### src/verilog/pulse_prog_pkg.sv
// Package for the pulse-count voltage programmer: codes, timing, state types.
// Assumes a single 10 MHz clock; the programmer and its bench import this package, the host model does not.
package pulse_prog_pkg;
    localparam int unsigned CLK_HZ           = 10_000_000;
    // Falling-edge glitch filter: a low must last this long to count
    localparam int unsigned FILTER_NS        = 500;
    localparam int unsigned FILTER_CYC_RAW   = (FILTER_NS * (CLK_HZ / 1_000_000) + 999) / 1000;
    localparam int unsigned FILTER_CYC       = (FILTER_CYC_RAW < 1) ? 1 : FILTER_CYC_RAW;
    // Wire held high this long after a pulse marks the stop condition
    localparam int unsigned STOP_US          = 100;
    localparam int unsigned STOP_CYC         = STOP_US * (CLK_HZ / 1_000_000);
    localparam int unsigned CNT_W            = 12;
    localparam logic [4:0]  CODE_MAX         = 5'h1F;
    localparam logic [4:0]  CODE_DEFAULT     = 5'h06;
    localparam logic [5:0]  PULSE_LIMIT      = 6'h1F;
    // Target in millivolts magnitude: count 1 is 5400 mV, steps of 100 mV
    localparam logic [12:0] LEVEL_BASE_MV    = 13'h1518;
    localparam logic [12:0] LEVEL_STEP_MV    = 13'h0064;
    // Magnitude at the default count 6, also the reset value
    localparam logic [12:0] LEVEL_DEFAULT_MV = 13'h1324;

    typedef enum logic [2:0] {
        ST_OFF     = 3'b001,
        ST_DEFAULT = 3'b010,
        ST_PROGRAM = 3'b100
    } mode_type;

    typedef struct packed {
        logic        regulate;
        logic        discharge;
        logic [4:0]  code;
        logic [12:0] level_mv;
    } power_ctrl_type;
endpackage

### src/verilog/pulse_count_voltage_programmer.sv
// Pulse-count programmer: filters the programming wire, counts pulses,
// and selects the negative output level, run mode and discharge control.
// Assumes pins synchronous to clk_in; the analog stages act on the outputs.
`timescale 1ns/1ps
// Summary of operation
// - pulse counts 1 to 31 select -5.4 V upward to -2.4 V.
// - each count step moves the negative target by 100 mV.
// - run-control high forces default count 6 (-4.9 V), wire ignored.
// - run-control low: wire low is off, wire high runs programmed level.
// - a transfer is framed by start and stop conditions.
// - data flows in one direction only, host to programmer; nothing drives the wire back.
// - short lows on the wire are filtered and not counted.
// - discharge-select low enables discharge after shutdown; high disables it.
// - discharge depends only on discharge-select, not on run control.
// - run-control falling stops switching and enters shutdown.
module pulse_count_voltage_programmer
    import pulse_prog_pkg::*;
#(
    parameter int unsigned FILTER_CYCLES = FILTER_CYC,
    parameter int unsigned STOP_CYCLES   = STOP_CYC
) (
    input  wire logic           clk_in,
    input  wire logic           rst_b_in,
    input  wire logic           run_control_in,
    input  wire logic           pulse_program_wire_in,
    input  wire logic           output_discharge_select_in,
    output power_ctrl_type      power_ctrl_out,
    output mode_type            mode_out
);

    ////////////////////////////////////////////////////////////////////////
    // Both counters are CNT_W wide; larger timing values would wrap silently
    if (FILTER_CYCLES < 1 || FILTER_CYCLES >= (1 << CNT_W)) begin : g_bad_filter
        $error("pulse_count_voltage_programmer: FILTER_CYCLES out of range");
    end
    // Stop must outlast the filter, or a slow pulse could close its own frame
    if (STOP_CYCLES <= FILTER_CYCLES || STOP_CYCLES >= (1 << CNT_W)) begin : g_bad_stop
        $error("pulse_count_voltage_programmer: STOP_CYCLES out of range");
    end

    // Last count of each run before the event fires
    localparam logic [CNT_W-1:0] FILTER_LAST = CNT_W'(FILTER_CYCLES - 1);
    localparam logic [CNT_W-1:0] STOP_LAST   = CNT_W'(STOP_CYCLES - 1);

    typedef struct packed {
        logic            wire_f;
        logic [CNT_W-1:0] low_cnt;
        logic [CNT_W-1:0] high_cnt;
        logic            in_frame;
        logic [5:0]      pulses;
        logic [4:0]      code;
        logic            run_d;
        mode_type        mode;
        power_ctrl_type  ctrl;
    } state_type;

    state_type state;
    state_type next_state;

    ////////////////////////////////////////////////////////////////////////
    always_comb begin
        logic       fall;
        logic [4:0] use_code;
        fall       = 1'b0;
        use_code   = CODE_DEFAULT;
        next_state = state;
        // The wire is only ever sampled here; nothing drives it back
        // Filtered level: a low counts only after it persists; highs pass at once
        if (pulse_program_wire_in) begin
            next_state.low_cnt = '0;
            next_state.wire_f  = 1'b1;
        end else if (state.low_cnt >= FILTER_LAST) begin
            next_state.wire_f = 1'b0;
            fall              = state.wire_f;
        end else begin
            next_state.low_cnt = state.low_cnt + 1'b1;
        end
        // Count falls inside a frame; stop is a long high after pulses
        // Gaps between pulses must stay shorter than STOP_CYCLES or the frame closes early
        if (fall) begin
            next_state.in_frame = 1'b1;
            next_state.high_cnt = '0;
            if (state.pulses <= PULSE_LIMIT) begin
                next_state.pulses = state.pulses + 1'b1;
            end
        end else if (state.in_frame && state.wire_f) begin
            if (state.high_cnt >= STOP_LAST) begin
                next_state.in_frame = 1'b0;
                next_state.pulses   = '0;
                if (state.pulses != '0 && state.pulses <= PULSE_LIMIT) begin
                    next_state.code = state.pulses[4:0];
                end
            end else begin
                next_state.high_cnt = state.high_cnt + 1'b1;
            end
        end
        // Programming only honoured while run control is low
        if (run_control_in) begin
            next_state.in_frame = 1'b0;
            next_state.pulses   = '0;
            // A frame that closes as run control rises is dropped as well
            next_state.code     = state.code;
        end
        // One-cycle memory of run control marks its falling edge
        next_state.run_d = run_control_in;
        // Mode selection from run control and filtered wire
        if (run_control_in) begin
            next_state.mode = ST_DEFAULT;
        end else if (state.run_d) begin
            next_state.mode = ST_OFF;
        end else if (state.wire_f) begin
            next_state.mode = ST_PROGRAM;
        end else begin
            next_state.mode = ST_OFF;
        end
        case (next_state.mode)
            ST_DEFAULT: use_code = CODE_DEFAULT;
            ST_PROGRAM: use_code = next_state.code;
            ST_OFF:     use_code = next_state.code;
            default:    use_code = CODE_DEFAULT;
        endcase
        next_state.ctrl.regulate  = (next_state.mode != ST_OFF);
        next_state.ctrl.code      = use_code;
        // Magnitude falls 100 mV per count from 5400 mV at count 1
        next_state.ctrl.level_mv  = LEVEL_BASE_MV -
            13'(LEVEL_STEP_MV * 13'(use_code - 5'h01));
        // Discharge only from its own pin; the analog side applies it in shutdown
        next_state.ctrl.discharge = ~output_discharge_select_in;
    end

    // Reset shows the default level so the outputs are sane before any frame
    always_ff @(posedge clk_in or negedge rst_b_in) begin
        if (!rst_b_in) begin
            state                <= '0;
            state.wire_f         <= 1'b0;
            state.code           <= CODE_DEFAULT;
            state.mode           <= ST_OFF;
            state.ctrl.code      <= CODE_DEFAULT;
            state.ctrl.level_mv  <= LEVEL_DEFAULT_MV;
        end else begin
            state <= next_state;
        end
    end

    assign power_ctrl_out = state.ctrl;
    assign mode_out       = state.mode;
endmodule

### config.mk
export PLATFORM = sky130hd
export DESIGN_NAME = pulse_count_voltage_programmer
export DESIGN_NICKNAME = d
export VERILOG_FILES = /design/src/verilog/pulse_prog_pkg.sv /design/src/verilog/pulse_count_voltage_programmer.sv
export SDC_FILE = /design/constraint.sdc
export NUM_CORES = 1
export LEC_CHECK = 0
export BUFFER_PORTS_ARGS = -buffer_cell sky130_fd_sc_hd__buf_2
export CAP_MARGIN = 20
export CORE_MARGIN = 10
export CORE_UTILIZATION = 55
export CTS_CLUSTER_SIZE = 28
export DETAILED_ROUTE_END_ITERATION = 8
export GPL_ROUTABILITY_DRIVEN = 0
export MAX_ROUTING_LAYER = met4
export PLACE_DENSITY_LB_ADDON = 0.2
export REMOVE_ABC_BUFFERS = 1
export SYNTH_ARGS = -nofsm -noshare
export SYNTH_HDL_FRONTEND = slang
export SYNTH_SLANG_ARGS = --single-unit
### constraint.sdc
create_clock -name clk_in -period 5.7 [get_ports clk_in]
set_input_delay 1.14 -clock clk_in [delete_from_list [all_inputs] [get_ports clk_in]]
set_output_delay 1.14 -clock clk_in [all_outputs]
set_load 0.01 [all_outputs]
==> results.py <==
metrics = {
    "finish": {
        "stdcell_area_um2": 3550,
        "final_cell_mix": "48 x dfrtp_1, 46 x nor2_1, 25 x inv_1, 25 x buf_2, 22 x ha_1",
        "syn2layout_area_growth_pct": 6.94,
        "fin_cells": 412,
        "nNetsFinal": 364,
        "drive_gt1_frac": 0.214,
        "n_antenna_cell": 0,
        "final_common_cell": "dfrtp_1",
    },
    "yosys": {
        "ys.warnings.count": 0,
        "async_flop_share": 1.00,
        "synth_edf_count": 0,
        "syn_area_um2": 3320,
        "yosysUniqueCellTypes": 47,
        "ys.flop_type": "dfrtp_1",
        "synthCells": 322,
        "ys_seq_elements": 58,
        "synth_seq_area_share": 0.441,
        "synth_area_per_cell_um2": 10.3,
    },
    "clock_network": {
        "cts_max_path_buffers": 2,
        "numCtsBuffers": 9,
        "cts_tree": "built",
        "clk_latency_ns": 0.34,
        "root_buffer": "clkbuf_8",
        "clk_pin_slew_worst_paths_ns": 0.07,
        "cts_hold_buf": 0,
        "cts_resized": 0,
        "cts_setup_buffers": 0,
        "htree_num_levels": 3,
        "cts_sinks": 58,
    },
    "critical_path": {
        "crit_path_start_kind": "primary input",
        "cpMostUsedCell": "ha_1",
        "crit_path_top_delay_cell": "mux2i_2",
        "worstSetupPathType": "in2reg",
        "max_stage_delay_ns": 0.48,
        "critPathMaxFanout": 6,
        "cp-end-kind": "flop",
        "path_cells": "buf_2 -> nand2b_1 -> a41o_2 -> nand3_4 -> mux2i_2 -> nor2_1 -> mux2i_1 -> ha_1 -> ha_1 -> fa_1 -> ha_1 -> a21oi_1 -> o21bai_1 -> a21oi_1 -> xor2_1 -> xnor2_1 -> o21ai_0 -> xor3_1",
        "cp.arrival_ns": 5.33,
        "crit_required_ns": 5.96,
    },
    "sta": {
        "worst_pin_slew_ns": 0.715,
        "layout_min_cycle_time_ns": 5.07,
        "drv_slew": 0,
        "setup-violations-final": 0,
        "fin_skew_ns": 0.00823,
        "post-route-period-util": 0.889,
        "clock.fmax_ghz": 0.197,
        "hold_viol": 0,
        "relSlewSlack": 0.522,
        "final.setup.tns_ns": 0,
        "rsz0062_at_grt": "false",
        "whs_ns": 0.487,
    },
    "power": {
        "p_per_area_nw_per_um2": 343,
        "power.total_mw": 1.22,
        "p_leak_nw": 1.70,
        "max-vdd-ir-drop_uv": 194,
    },
    "die": {
        "core-area_um2": 5890,
        "rows": 28,
        "die_area_um2": 9540,
        "initial_utilization": 0.564,
        "io_pins": 28,
        "dieWidth_um": 97.7,
        "die_y_um": 97.7,
    },
    "route": {
        "wire_per_inst_um": 14.9,
        "ant_nets": 0,
        "via_per_inst": 5.11,
        "vias": 2107,
        "routed_wl_um": 6130,
        "drt-initial-drc-count": 67,
        "drc_errors": 0,
        "firstDrtPassIters": 4,
    },
    "placed_design": {
        "dp_cells": 396,
        "io_buffer_count": 25,
        "placed_cell_area_um2": 3360,
        "hpwl_um": 4490,
    },
    "global_routing": {
        "groute.usage.overall": 0.139,
        "grt_max_degree": 59,
        "grt_pass1_vias": 2128,
        "antenna_found_initial": 0,
        "overflow": 0,
        "grt_pass1_wl_um": 10500,
    },
    "job": {
        "maxCapViolCount": 0,
    },
    "outcome": {
        "status": "complete, no violations",
    },
    "min_path": {
        "hold_class": "reg2reg",
    },
}
metrics by stage:
step           utilization  worst slack [ns]
4_1_cts              0.603             0.612
2_1_floorplan            -             0.653
6_report             0.603             0.631
3_3_place_gp         0.571             0.317
5_1_grt              0.603             0.351
3_5_place_dp         0.571             0.245
per-layer routing:
metal	up-vias	wire, um	global-route usage
li1	1057	-	-
met1	1010	2900	0.166
met2	29	2910	0.209
met3	11	226	0.0519
met4	0	99	0.0559
met5	-	0	-
worst max-delay path: cells and delay by family:
| kind | cells | cell delay, ns |
|---|---|---|
| AO/OA/AOI/OAI | 5 | 0.93 |
| buffers and inverters | 1 | 0.11 |
| XOR/XNOR | 3 | 0.56 |
| AND/OR/NAND/NOR | 3 | 0.40 |
| adder cells (fa/ha/maj) | 4 | 1.41 |
| multiplexers | 2 | 0.77 |
cells in the mapped netlist (all sizes together), types with 5 or more instances:
master / count / area share
a21oi: 9 / 0.014
buf: 26 / 0.058
clkbuf: 5 / 0.0057
dfrtp: 48 / 0.36
dfstp: 10 / 0.079
fa: 5 / 0.030
ha: 22 / 0.083
inv: 25 / 0.028
mux2i: 6 / 0.020
nand2: 18 / 0.020
nand4: 5 / 0.0094
nor2: 46 / 0.052
nor2b: 12 / 0.023
nor3: 6 / 0.0090
o21ai: 10 / 0.015
xnor2: 16 / 0.042
xor2: 8 / 0.021
final cells by class:
type                       count  area (um^2)
timing repair buffer          29          155
clock inverter                 4         25.0
clock buffer                  12          165
inverter                      25         93.8
tap                           75         93.8
sequential                    58         1460
multi-input combinational    209         1550
fill                         481         2340
cell families (layout without fill, tap and decap cells):
| family | count (synthesis) | count (layout) | share of synthesized area |
|---|---|---|---|
| xor gates and xnor gates | 25 | 25 | 0.0705 |
| and+or+nand+nor | 108 | 108 | 0.163 |
| other | 1 | 2 | 0.00113 |
| DFF | 58 | 58 | 0.441 |
| AOI/OAI and AO/OA | 38 | 38 | 0.0882 |
| adders and majority gates | 27 | 27 | 0.113 |
| buffers and inverters | 56 | 70 | 0.0924 |
| muxes | 9 | 9 | 0.0305 |
power breakdown:
group / switching [mW] / total (mW) / leakage [nW] / internal (mW)
Clock: 0.163 / 0.355 / 0.0944 / 0.191
Combinational: 0.179 / 0.325 / 0.867 / 0.145
Sequential: 0.0516 / 0.540 / 0.734 / 0.488
path summary, 6_finish.rpt:
kind / to / startpoint / cells past startpoint / slack [ns]
setup / recovery: power_ctrl_out[12] / pulse_program_wire_in / 18 / 0.63
max in group asynchronous: state[32] / rst_b_in / 2 / 4.28
hold reg to reg: state[47] / state[47] / 1 / 0.49
setup reg to reg: power_ctrl_out[12] / state[29] / 19 / 0.77
min in group asynchronous: state[57] / rst_b_in / 2 / 0.93
hold / removal: state[47] / state[47] / 1 / 0.49
state kept, by name, indices dropped and copies added (netlist names):
register / count
mode_out: 3
power_ctrl_out: 18
state: 37
No activity file was read; power rests on OpenSTA's default activity.
